File: config.mk
export PLATFORM = sky130hd
export DESIGN_NAME = ncr_device_flat
export DESIGN_NICKNAME = d
export VERILOG_FILES = /design/src/rtl/ncr_pkg.sv /design/src/rtl/ncr_if.sv /design/src/rtl/ncr_device.sv /design/src/flat_wrapper.sv
export SDC_FILE = /design/constraint.sdc
export NUM_CORES = 1
export LEC_CHECK = 0
export ABC_CLOCK_PERIOD_IN_PS = 4100
export BUFFER_PORTS_ARGS = -buffer_cell sky130_fd_sc_hd__buf_2
export CORE_MARGIN = 3
export CORE_UTILIZATION = 34
export CTS_CLUSTER_SIZE = 30
export DETAILED_ROUTE_END_ITERATION = 8
export GPL_ROUTABILITY_DRIVEN = 0
export GPL_TIMING_DRIVEN = 0
export MAX_ROUTING_LAYER = met4
export PLACE_DENSITY = 0.71
export SLEW_MARGIN = 25
export SYNTH_ARGS = -nofsm -noshare
export SYNTH_HDL_FRONTEND = slang
export SYNTH_SLANG_ARGS = --single-unit
File: constraint.sdc
create_clock -name sys_clk_i -period 4.1 [get_ports sys_clk_i]
set_input_delay 0.205 -clock sys_clk_i [delete_from_list [all_inputs] [get_ports sys_clk_i]]
set_output_delay 0.205 -clock sys_clk_i [all_outputs]
set_load 0.005 [all_outputs]
File: src/rtl/ncr_pkg.sv
// constants shared by the command register device end and its host end
package ncr_pkg;

	// command register bit positions
	localparam int BIT_FILTER_LOAD    = 9;
	localparam int BIT_RESOURCE_FETCH = 8;
	localparam int BIT_SOFT_RESET     = 7;
	localparam int BIT_TIMER_GO       = 5;
	localparam int BIT_TIMER_HALT     = 4;
	localparam int BIT_RECEIVE_ON     = 3;
	localparam int BIT_RECEIVE_OFF    = 2;
	localparam int BIT_TRANSMIT_CMD   = 1;
	localparam int BIT_HALT           = 0;

	localparam int CMD_W = 16;

	// register port offset of the command register on the device side
	localparam logic [5:0] DEV_CMD_OFS = 6'h00;

	// hardware reset value: soft reset, timer halt and receive off set
	localparam logic [CMD_W-1:0] CMD_HW_RESET   = 16'h0094;
	// soft reset sets these bits
	localparam logic [CMD_W-1:0] CMD_SW_SET     = 16'h0084;
	// soft reset clears these bits
	localparam logic [CMD_W-1:0] CMD_SW_CLEAR   = 16'h0303;
	// implemented bits; the rest read as zero
	localparam logic [CMD_W-1:0] CMD_VALID_MASK = 16'h03bf;
	localparam logic [CMD_W-1:0] CMD_NONE       = 16'h0000;

	localparam int TIMER_W    = 32;
	localparam int TX_ABORT_W = 4;

	// host wishbone register map (byte addresses)
	localparam logic [7:0] HOST_CMD_OFS    = 8'h00;
	localparam logic [7:0] HOST_REFUSE_OFS = 8'h04;

	// refused-command sticky flags in the host status register
	localparam int REF_FILTER_LOAD    = 0;
	localparam int REF_TRANSMIT_CMD   = 1;
	localparam int REF_RESOURCE_FETCH = 2;
	localparam int REF_W              = 3;
	localparam logic [REF_W-1:0] REFUSE_RESET = 3'h0;

	typedef enum logic [2:0]
	{
		NCR_H_IDLE   = 3'b001,
		NCR_H_SECOND = 3'b010,
		NCR_H_DONE   = 3'b100
	} ncr_host_state_t;

endpackage

File: src/rtl/ncr_if.sv
// register port between the host end and the command register device
`timescale 1ns/1ps
`default_nettype none
interface ncr_if;
	import ncr_pkg::*;

	logic             wr;
	logic [CMD_W-1:0] wdata;
	logic [CMD_W-1:0] rdata;

	modport dev
	(
		input  wr,
		input  wdata,
		output rdata
	);

	modport host
	(
		output wr,
		output wdata,
		input  rdata
	);
endinterface
`default_nettype wire

File: src/rtl/ncr_device.sv
// command register of the network controller, device end
`timescale 1ns/1ps
`default_nettype none
module ncr_device
(
	input  wire logic                             sys_clk_i,
	input  wire logic                             rst_i,
	ncr_if.dev                                    bus,
	input  wire logic                             filter_done_i,
	input  wire logic                             fetch_done_i,
	input  wire logic                             tx_list_end_i,
	input  wire logic                             tx_frame_done_i,
	input  wire logic [ncr_pkg::TX_ABORT_W-1:0]   tx_abort_i,
	input  wire logic                             rx_frame_busy_i,
	input  wire logic                             timer_load_i,
	input  wire logic [ncr_pkg::TIMER_W-1:0]      timer_value_i,
	input  wire logic                             timer_irq_en_i,
	output logic                                  filter_load_o,
	output logic                                  resource_fetch_o,
	output logic                                  tx_run_o,
	output logic                                  tx_halt_o,
	output logic                                  rx_buffer_en_o,
	output logic                                  sm_hold_o,
	output logic                                  crc_en_o,
	output logic                                  tally_en_o,
	output logic [ncr_pkg::TIMER_W-1:0]           timer_count_o,
	output logic                                  timer_irq_o
);
	import ncr_pkg::*;

	logic               filter_load_cmd;
	logic               resource_fetch_cmd;
	logic               soft_reset;
	logic               timer_go_bit;
	logic               timer_halt_bit;
	logic               receive_on_bit;
	logic               receive_off_bit;
	logic               transmit_command_bit;
	logic               halt_bit;
	logic               rx_turn_on;
	logic               sw_rst;
	logic               cmd_ok;
	logic               tx_done;
	logic               timer_run;
	logic               timer_expire;
	logic [TIMER_W-1:0] timer_count;

	// a write bit counts only when it is a one and reset is clear
	function automatic logic cmd_set
	(
		input logic             ok,
		input logic [CMD_W-1:0] d,
		input int               pos
	);
		cmd_set = ok & d[pos];
	endfunction

	assign sw_rst = bus.wr & bus.wdata[BIT_SOFT_RESET];
	// commands written together with or while reset is set are dropped
	assign cmd_ok = bus.wr & ~soft_reset & ~bus.wdata[BIT_SOFT_RESET];

	// soft reset bit is the only plain read/write bit
	always_ff @(posedge sys_clk_i or posedge rst_i)
	begin
		if (rst_i)
			soft_reset <= CMD_HW_RESET[BIT_SOFT_RESET];
		else if (bus.wr)
			soft_reset <= bus.wdata[BIT_SOFT_RESET];
	end

	// filter table load; set wins over the done pulse
	always_ff @(posedge sys_clk_i or posedge rst_i)
	begin
		if (rst_i)
			filter_load_cmd <= CMD_HW_RESET[BIT_FILTER_LOAD];
		else if (sw_rst)
			filter_load_cmd <= 1'b0;
		else if (cmd_set(cmd_ok, bus.wdata, BIT_FILTER_LOAD))
			filter_load_cmd <= 1'b1;
		else if (filter_done_i)
			filter_load_cmd <= 1'b0;
	end

	// receive resource descriptor fetch
	always_ff @(posedge sys_clk_i or posedge rst_i)
	begin
		if (rst_i)
			resource_fetch_cmd <= CMD_HW_RESET[BIT_RESOURCE_FETCH];
		else if (sw_rst)
			resource_fetch_cmd <= 1'b0;
		else if (cmd_set(cmd_ok, bus.wdata, BIT_RESOURCE_FETCH))
			resource_fetch_cmd <= 1'b1;
		else if (fetch_done_i)
			resource_fetch_cmd <= 1'b0;
	end

	// any abort flag, end of list, or a halt taking effect ends transmission
	assign tx_done = tx_list_end_i | (|tx_abort_i) | (halt_bit & tx_frame_done_i);

	always_ff @(posedge sys_clk_i or posedge rst_i)
	begin
		if (rst_i)
			transmit_command_bit <= CMD_HW_RESET[BIT_TRANSMIT_CMD];
		else if (sw_rst)
			transmit_command_bit <= 1'b0;
		else if (cmd_set(cmd_ok, bus.wdata, BIT_TRANSMIT_CMD))
			transmit_command_bit <= 1'b1;
		else if (tx_done)
			transmit_command_bit <= 1'b0;
	end

	// halt is sampled after each frame and drops with the transmit command
	always_ff @(posedge sys_clk_i or posedge rst_i)
	begin
		if (rst_i)
			halt_bit <= CMD_HW_RESET[BIT_HALT];
		else if (sw_rst)
			halt_bit <= 1'b0;
		else if (cmd_set(cmd_ok, bus.wdata, BIT_HALT))
			halt_bit <= 1'b1;
		else if (tx_done | ~transmit_command_bit)
			halt_bit <= 1'b0;
	end

	// timer control; soft reset leaves both bits alone
	always_ff @(posedge sys_clk_i or posedge rst_i)
	begin
		if (rst_i)
		begin
			timer_go_bit   <= CMD_HW_RESET[BIT_TIMER_GO];
			timer_halt_bit <= CMD_HW_RESET[BIT_TIMER_HALT];
		end
		else if (cmd_set(cmd_ok, bus.wdata, BIT_TIMER_HALT))
		begin
			// halt wins when both are written at once
			timer_go_bit   <= 1'b0;
			timer_halt_bit <= 1'b1;
		end
		else if (cmd_set(cmd_ok, bus.wdata, BIT_TIMER_GO))
		begin
			timer_go_bit   <= 1'b1;
			timer_halt_bit <= 1'b0;
		end
		else if (timer_expire)
		begin
			timer_go_bit   <= 1'b0;
			timer_halt_bit <= 1'b1;
		end
	end

	// the count freezes under soft reset like the other machines
	assign timer_run    = timer_go_bit & ~soft_reset;
	assign timer_expire = timer_run & (timer_count <= {{(TIMER_W-1){1'b0}}, 1'b1});

	always_ff @(posedge sys_clk_i or posedge rst_i)
	begin
		if (rst_i)
			timer_count <= '0;
		else if (timer_load_i)
			timer_count <= timer_value_i;
		else if (timer_run & (timer_count != '0))
			timer_count <= timer_count - {{(TIMER_W-1){1'b0}}, 1'b1};
	end

	always_ff @(posedge sys_clk_i or posedge rst_i)
	begin
		if (rst_i)
			timer_irq_o <= 1'b0;
		else
			timer_irq_o <= timer_expire & timer_irq_en_i;
	end

	// receive on/off: changes of direction wait for an idle network,
	// so buffering starts or stops inside a frame only with soft reset or when a command reverses one still pending
	always_ff @(posedge sys_clk_i or posedge rst_i)
	begin
		if (rst_i)
		begin
			receive_on_bit  <= CMD_HW_RESET[BIT_RECEIVE_ON];
			receive_off_bit <= CMD_HW_RESET[BIT_RECEIVE_OFF];
			rx_turn_on      <= 1'b0;
		end
		else if (sw_rst | cmd_set(cmd_ok, bus.wdata, BIT_RECEIVE_OFF))
		begin
			receive_off_bit <= 1'b1;
			rx_turn_on      <= 1'b0;
			if (!rx_frame_busy_i)
				receive_on_bit <= 1'b0;
		end
		else if (cmd_set(cmd_ok, bus.wdata, BIT_RECEIVE_ON))
		begin
			receive_on_bit <= 1'b1;
			if (rx_frame_busy_i & receive_off_bit)
				rx_turn_on <= 1'b1;
			else
				receive_off_bit <= 1'b0;
		end
		else if (!rx_frame_busy_i & receive_on_bit & receive_off_bit)
		begin
			rx_turn_on <= 1'b0;
			if (rx_turn_on)
				receive_off_bit <= 1'b0;
			else
				receive_on_bit <= 1'b0;
		end
	end

	// registered control levels toward the rest of the controller
	always_ff @(posedge sys_clk_i or posedge rst_i)
	begin
		if (rst_i)
		begin
			filter_load_o    <= 1'b0;
			resource_fetch_o <= 1'b0;
			tx_run_o         <= 1'b0;
			tx_halt_o        <= 1'b0;
			rx_buffer_en_o   <= 1'b0;
			sm_hold_o        <= 1'b1;
			crc_en_o         <= 1'b0;
			tally_en_o       <= 1'b0;
		end
		else
		begin
			filter_load_o    <= filter_load_cmd & ~soft_reset;
			resource_fetch_o <= resource_fetch_cmd & ~soft_reset;
			tx_run_o         <= transmit_command_bit & ~soft_reset;
			tx_halt_o        <= halt_bit;
			// a frame already underway keeps buffering after receive off
			rx_buffer_en_o   <= receive_on_bit & ~soft_reset
				& (~receive_off_bit | (~rx_turn_on & rx_frame_busy_i));
			sm_hold_o        <= soft_reset;
			crc_en_o         <= ~soft_reset;
			// tallies halt without clearing and ignore receive off
			tally_en_o       <= ~soft_reset;
		end
	end

	assign timer_count_o = timer_count;

	// reserved bits 15..10 and 6 always read zero
	assign bus.rdata = {6'h00, filter_load_cmd, resource_fetch_cmd, soft_reset, 1'b0,
		timer_go_bit, timer_halt_bit, receive_on_bit, receive_off_bit,
		transmit_command_bit, halt_bit} & CMD_VALID_MASK;

endmodule
`default_nettype wire

File: src/flat_wrapper.sv
// flat-port wrapper written by rule: the top's interface ports become plain ports
module ncr_device_flat import ncr_pkg::*;
  (sys_clk_i, rst_i, filter_done_i, fetch_done_i, tx_list_end_i, tx_frame_done_i, tx_abort_i, rx_frame_busy_i, timer_load_i, timer_value_i, timer_irq_en_i, filter_load_o, resource_fetch_o, tx_run_o, tx_halt_o, rx_buffer_en_o, sm_hold_o, crc_en_o, tally_en_o, timer_count_o, timer_irq_o, bus_wr, bus_wdata, bus_rdata);
  ncr_if bus_i ();
  input  wire logic sys_clk_i;
  input  wire logic rst_i;
  input  wire logic filter_done_i;
  input  wire logic fetch_done_i;
  input  wire logic tx_list_end_i;
  input  wire logic tx_frame_done_i;
  input  wire logic [ncr_pkg::TX_ABORT_W-1:0] tx_abort_i;
  input  wire logic rx_frame_busy_i;
  input  wire logic timer_load_i;
  input  wire logic [ncr_pkg::TIMER_W-1:0] timer_value_i;
  input  wire logic timer_irq_en_i;
  output logic filter_load_o;
  output logic resource_fetch_o;
  output logic tx_run_o;
  output logic tx_halt_o;
  output logic rx_buffer_en_o;
  output logic sm_hold_o;
  output logic crc_en_o;
  output logic tally_en_o;
  output logic [ncr_pkg::TIMER_W-1:0] timer_count_o;
  output logic timer_irq_o;
  input wire logic [$bits(bus_i.wr)-1:0] bus_wr;
  input wire logic [$bits(bus_i.wdata)-1:0] bus_wdata;
  output wire logic [$bits(bus_i.rdata)-1:0] bus_rdata;
  assign bus_i.wr = bus_wr;
  assign bus_i.wdata = bus_wdata;
  assign bus_rdata = bus_i.rdata;
  ncr_device u_core (.sys_clk_i(sys_clk_i), .rst_i(rst_i), .bus(bus_i), .filter_done_i(filter_done_i), .fetch_done_i(fetch_done_i), .tx_list_end_i(tx_list_end_i), .tx_frame_done_i(tx_frame_done_i), .tx_abort_i(tx_abort_i), .rx_frame_busy_i(rx_frame_busy_i), .timer_load_i(timer_load_i), .timer_value_i(timer_value_i), .timer_irq_en_i(timer_irq_en_i), .filter_load_o(filter_load_o), .resource_fetch_o(resource_fetch_o), .tx_run_o(tx_run_o), .tx_halt_o(tx_halt_o), .rx_buffer_en_o(rx_buffer_en_o), .sm_hold_o(sm_hold_o), .crc_en_o(crc_en_o), .tally_en_o(tally_en_o), .timer_count_o(timer_count_o), .timer_irq_o(timer_irq_o));
endmodule
After elaboration in Yosys (flattened, before gate mapping)
Cells that the tools add are included.
{"block": "totals", "n_memories": 0, "in_bits": 62, "register_bits": 50, "ramBits": 0, "word_cells": 108, "mem_bits_ro": 0, "latchBits": 0}
{"block": "classes", "magnitude_cmp": 1, "n_addsub": 1, "shifts": 0, "mul": 0, "n_reduce_logical": 14, "n_bitwise": 35, "div": 0, "mux": 34, "eq_ne": 4}
{"operator": "$mux W32", "n": 2}
{"operator": "$le A32 B1 Y1 const B", "n": 1}
{"operator": "$mux W1", "n": 32}
{"operator": "$reduce_bool A32 Y1", "n": 1}
{"operator": "$sub A32 B1 Y32 const B", "n": 1}
{"operator": "$and A1 B1 Y1", "n": 25}
{"operator": "$reduce_bool A3 Y1", "n": 7}
{"operator": "$ne A3 B2 Y1 const B", "n": 2}
{"operator": "$reduce_and A3 Y1", "n": 2}
{"operator": "$not A1 Y1", "n": 5}
{"operator": "$or A1 B1 Y1", "n": 5}
{"operator": "$reduce_or A4 Y1", "n": 1}
{"operator": "$ne A3 B3 Y1 const B", "n": 1}
{"operator": "$ne A2 B2 Y1 const B", "n": 1}
{"operator": "$reduce_and A2 Y1", "n": 1}
{"operator": "$reduce_bool A2 Y1", "n": 1}
{"operator": "$logic_not A1 Y1", "n": 1}

Longest topological paths before layout
{"block": "depth", "depth_word": 7, "depth_mapped": 8}

Worst setup path before layout
No wires, ideal clock.
{"block": "synth_timing", "path_type": "reg2reg", "from": "register u_core.timer_count[20] (netlist: u_core.timer_count_o[20])", "to": "register u_core.timer_count[8] (netlist: u_core.timer_count_o[8])", "t_arrival_ns": 2.342, "slack_ns": 1.634, "path_stages_with_launch": 9, "required_time_ns": 3.976, "path_buffers": 3, "cell_sequence": "dfrtp_1 -> or4_1 -> buf_2 -> or3_4 -> o31ai_4 -> buf_6 -> buf_12 -> nor2_1 -> o31a_1"}
{"block": "synth_via", "elab_chain_cells": 3}
{"item": "from (decl)", "line": "ncr_device.sv:46", "source": "logic [TIMER_W-1:0] timer_count;"}
{"item": "from (signal assigned)", "line": "ncr_device.sv:160", "source": "timer_count <= timer_value_i;"}
{"item": "from (signal assigned)", "line": "ncr_device.sv:162", "source": "timer_count <= timer_count - {{(TIMER_W-1){1'b0}}, 1'b1};"}
{"item": "$reduce_bool A32 Y1", "line": "ncr_device.sv:161", "source": "else if (timer_run & (timer_count != '0))"}
{"item": "$and A1 B1 Y1", "line": "ncr_device.sv:161"}
{"item": "$reduce_bool A2 Y1 (no source line)"}
Every way passes these cells.
A chain may end at the register's enable or synchronous reset.

Final worst setup path
{"block": "layout_timing", "from": "register u_core.timer_count[10] (netlist: u_core.timer_count_o[10])", "to": "register u_core.timer_count[8] (netlist: u_core.timer_count_o[8])"}
Same word-level chain as after synthesis.

==> impl_metrics.ini <==
[cts]
numCtsBuffers = 5
cts_sinks = 50
path_clk_slew_ns = 0.10
cts_tree = yes
root_buffer = clkbuf_8
clk_latency_ns = 0.31
htreeDepth = 2
cts_setup_buffers = 0
clockBufferDepth = 2

[worst_setup_path]
end_kind = register
cp_data_arrival_time_ns = 3.03
critPathKind = reg -> reg
crit_required_ns = 4.29
cp_max_fo = 10
rr_worst_depth = 7
worst_setup_path_start_kind = register

[floorplanning]
die_h_um = 99.1
coreArea_um2 = 8300
die_area_um2 = 9830
io_pins = 119
rows = 33
initial_core_util_pct = 35.5
die_width_um = 99.1

[layout]
drive_gt1_share_pct = 31.4
finish.instance_area_um2 = 3740
n_antenna_cell = 0
num-fill-cells = 850
regArea_um2 = 1260
final_nets = 516
fin_cells = 557
multiInputGateArea_um2 = 1460
final_util_pct = 45.1
area_delta_synth_final_pct = 26.9

[route]
dr_total_vias = 2988
drt_iter0_drc = 158
wl_per_cell_um = 15.4
firstDrtPassIters = 5
via_per_inst = 5.36
drc = 0
wl_um = 8570
antenna_left = 0

[timing]
finalSetupViolations = 0
worst_slack_ns = 1.26
holdWs_ns = 0.0796
slew_viol_final = 0
max_freq_mhz = 352
skew_ns = 0.00816
worst_pin_slew_ns = 0.905
fin_crit_ns = 2.84
hold_viol_final = 0
fin_crit_sh_pct = 69.3
slew-limit-headroom_pct = 39.1
rsz0062_at_grt = no
setup_tns_ns = 0

[pwr]
p_total_mw = 1.24
p_per_area_nw_per_um2 = 332
leakage_nw = 1.65
p_comb_share_pct = 23.0
sequentialPowerShare_pct = 48.0
switching_power_uw = 387
clkPwrFrac_pct = 28.9
ir_drop_uv = 175
switching_share_pct = 31.1
cell_internal_pwr_uw = 857

[logic_synthesis]
ys_seq_area_share_pct = 42.6
synth_cell_types = 47
ys_ff_latch = 50
syn_area_per_cell_um2 = 8.83
netlist_area_um2 = 2950
yosysWarnings = 0
syn_inst = 334

[global_routing]
grtUsageTotal_pct = 17.5
overflow = 0
antenna_found_initial = 0
grt_start_max_net_pins = 51
grt_pass1_wl_um = 13700
grt_pass1_vias = 2808

[place]
portBuffers = 103
placed_cells = 548
place_area_um2 = 3620
dp_hpwl_um = 6510
preCtsSetupSlack_ns = 1.31

[hold_path]
holdCritPathClass = in -> reg
hold_depth = 3

[job]
cap_violations = 0

[outcome]
run_status = finished clean
==> layer usage <==
layer  vias to the layer above  wire length (um)  track usage, %
met4                         0                87            3.89
met3                        10               605            4.21
li1                       1471                 -               -
met1                      1394              3690            21.7
met2                       113              4190            29.3
met5                         -                 0               -
==> sequential cells by signal, indices dropped and copies added (netlist names) <==
name                         cells
u_core.crc_en_o                  1
u_core.filter_load_cmd           1
u_core.filter_load_o             1
u_core.halt_bit                  1
u_core.receive_off_bit           1
u_core.receive_on_bit            1
u_core.resource_fetch_cmd        1
u_core.resource_fetch_o          1
u_core.rx_buffer_en_o            1
u_core.rx_turn_on                1
u_core.sm_hold_o                 1
u_core.soft_reset                1
u_core.timer_count_o            32
u_core.timer_go_bit              1
u_core.timer_halt_bit            1
u_core.timer_irq_o               1
u_core.transmit_command_bit      1
u_core.tx_halt_o                 1
u_core.tx_run_o                  1
==> layout by cell type, fill, tap and decap left out, types with 4 or more instances in the layout <==
cell,n
buf_4,17
nand2b_1,6
nor2b_1,8
a311o_1,4
o21ai_0,14
buf_2,105
dfstp_2,4
clkbuf_1,10
inv_1,12
a21oi_1,7
or3_1,10
nand4b_1,4
nand4_1,11
nor2_1,39
or4_1,16
clkbuf_8,5
o31ai_1,13
nand3_1,10
nor3_1,7
a31oi_1,23
nand2_1,26
dfrtp_1,46
nor4_1,9
conb_1,7
==> power by group through the flow <==
stage               Combinational (mW)  Sequential [mW]  Clock, mW
finish                           0.287            0.598      0.360
detailed placement               0.288            0.606          0
CTS                              0.290            0.597      0.372
floorplan                        0.166            0.597          0
global route                     0.318            0.607      0.394
global placement                 0.282            0.605          0
==> final cells by class <==
| cell class | count | area share (%) |
|---|---|---|
| clock buffers | 5 | 1.84 |
| repair buffers | 104 | 14.0 |
| flip-flops and latches | 50 | 33.6 |
| plain buffers | 31 | 5.51 |
| clock inverters | 3 | 1.17 |
| multi-input cells | 246 | 39.0 |
| well taps | 105 | 3.51 |
| inverters | 13 | 1.37 |
==> logic make-up after synthesis <==
kind of cell | after synthesis | synth area share, %
other | 1 | 0.127
buffers and inverters | 44 | 8.66
AO/OA/AOI/OAI | 80 | 19.1
flip-flops | 50 | 42.6
adder cells (fa/ha/maj) | 3 | 1.27
XOR/XNOR | 1 | 0.297
AND/OR/NAND/NOR | 155 | 28.0
==> what timing repair did <==
item,CTS,global route
resized for setup,0,0
hold buffers,1,0
hold endpoints to repair,11,0
==> critical path, cell delays in order (launching register included) <==
cell	delay (ns)
dfrtp_1	0.44
nor4_1	0.75
nand4_1	0.37
o31ai_4	0.52
buf_6	0.22
buf_12	0.13
nor2_1	0.05
o31a_1	0.24
==> path summary, 6_finish.rpt <==
check,startpoint,to,slack (ns)
worst max-delay path,u_core.timer_count_o[10],u_core.timer_count_o[8],1.26
max in group asynchronous,rst_i,u_core.timer_count_o[20],3.13
worst min-delay path,bus_wdata[0],u_core.halt_bit,0.08
worst max register to register,u_core.timer_count_o[10],u_core.timer_count_o[8],1.26
min in group asynchronous,rst_i,u_core.tx_halt_o,0.52
worst min register to register,u_core.halt_bit,u_core.tx_halt_o,0.45
==> cells in the mapped netlist, drive strengths merged <==
cell type / count / share of area, %
nand2: 26 / 3.3
o31a: 2 / 0.59
or4: 16 / 4.1
and2: 2 / 0.42
nand4: 11 / 2.3
a41o: 1 / 0.34
or3: 11 / 2.5
nand4b: 4 / 1.2
o2111ai: 1 / 0.30
inv: 13 / 1.7
nor3b: 1 / 0.25
and4: 1 / 0.30
a21oi: 7 / 1.2
a31oi: 23 / 4.9
a2bb2oi: 1 / 0.30
dfstp: 4 / 3.6
a32o: 1 / 0.34
nor2b: 8 / 1.7
o21ai: 14 / 2.4
ha: 3 / 1.3
a21boi: 1 / 0.25
o31ai: 14 / 4.0
nor2: 39 / 5.0
a31o: 2 / 0.59
o41ai: 3 / 0.89
dfrtp: 46 / 39
a22oi: 1 / 0.25
conb: 1 / 0.13
nand3: 10 / 1.7
or2: 1 / 0.21
buf: 21 / 5.7
o211ai: 1 / 0.25
nor3: 7 / 1.2
and3: 3 / 0.64
clkbuf: 10 / 1.3
a41oi: 1 / 0.30
o21a: 1 / 0.25
a311o: 4 / 1.4
nand2b: 6 / 1.3
nor4: 9 / 1.9
xnor2: 1 / 0.30
o311ai: 2 / 0.59
No activity file was read; power rests on OpenSTA's default activity.
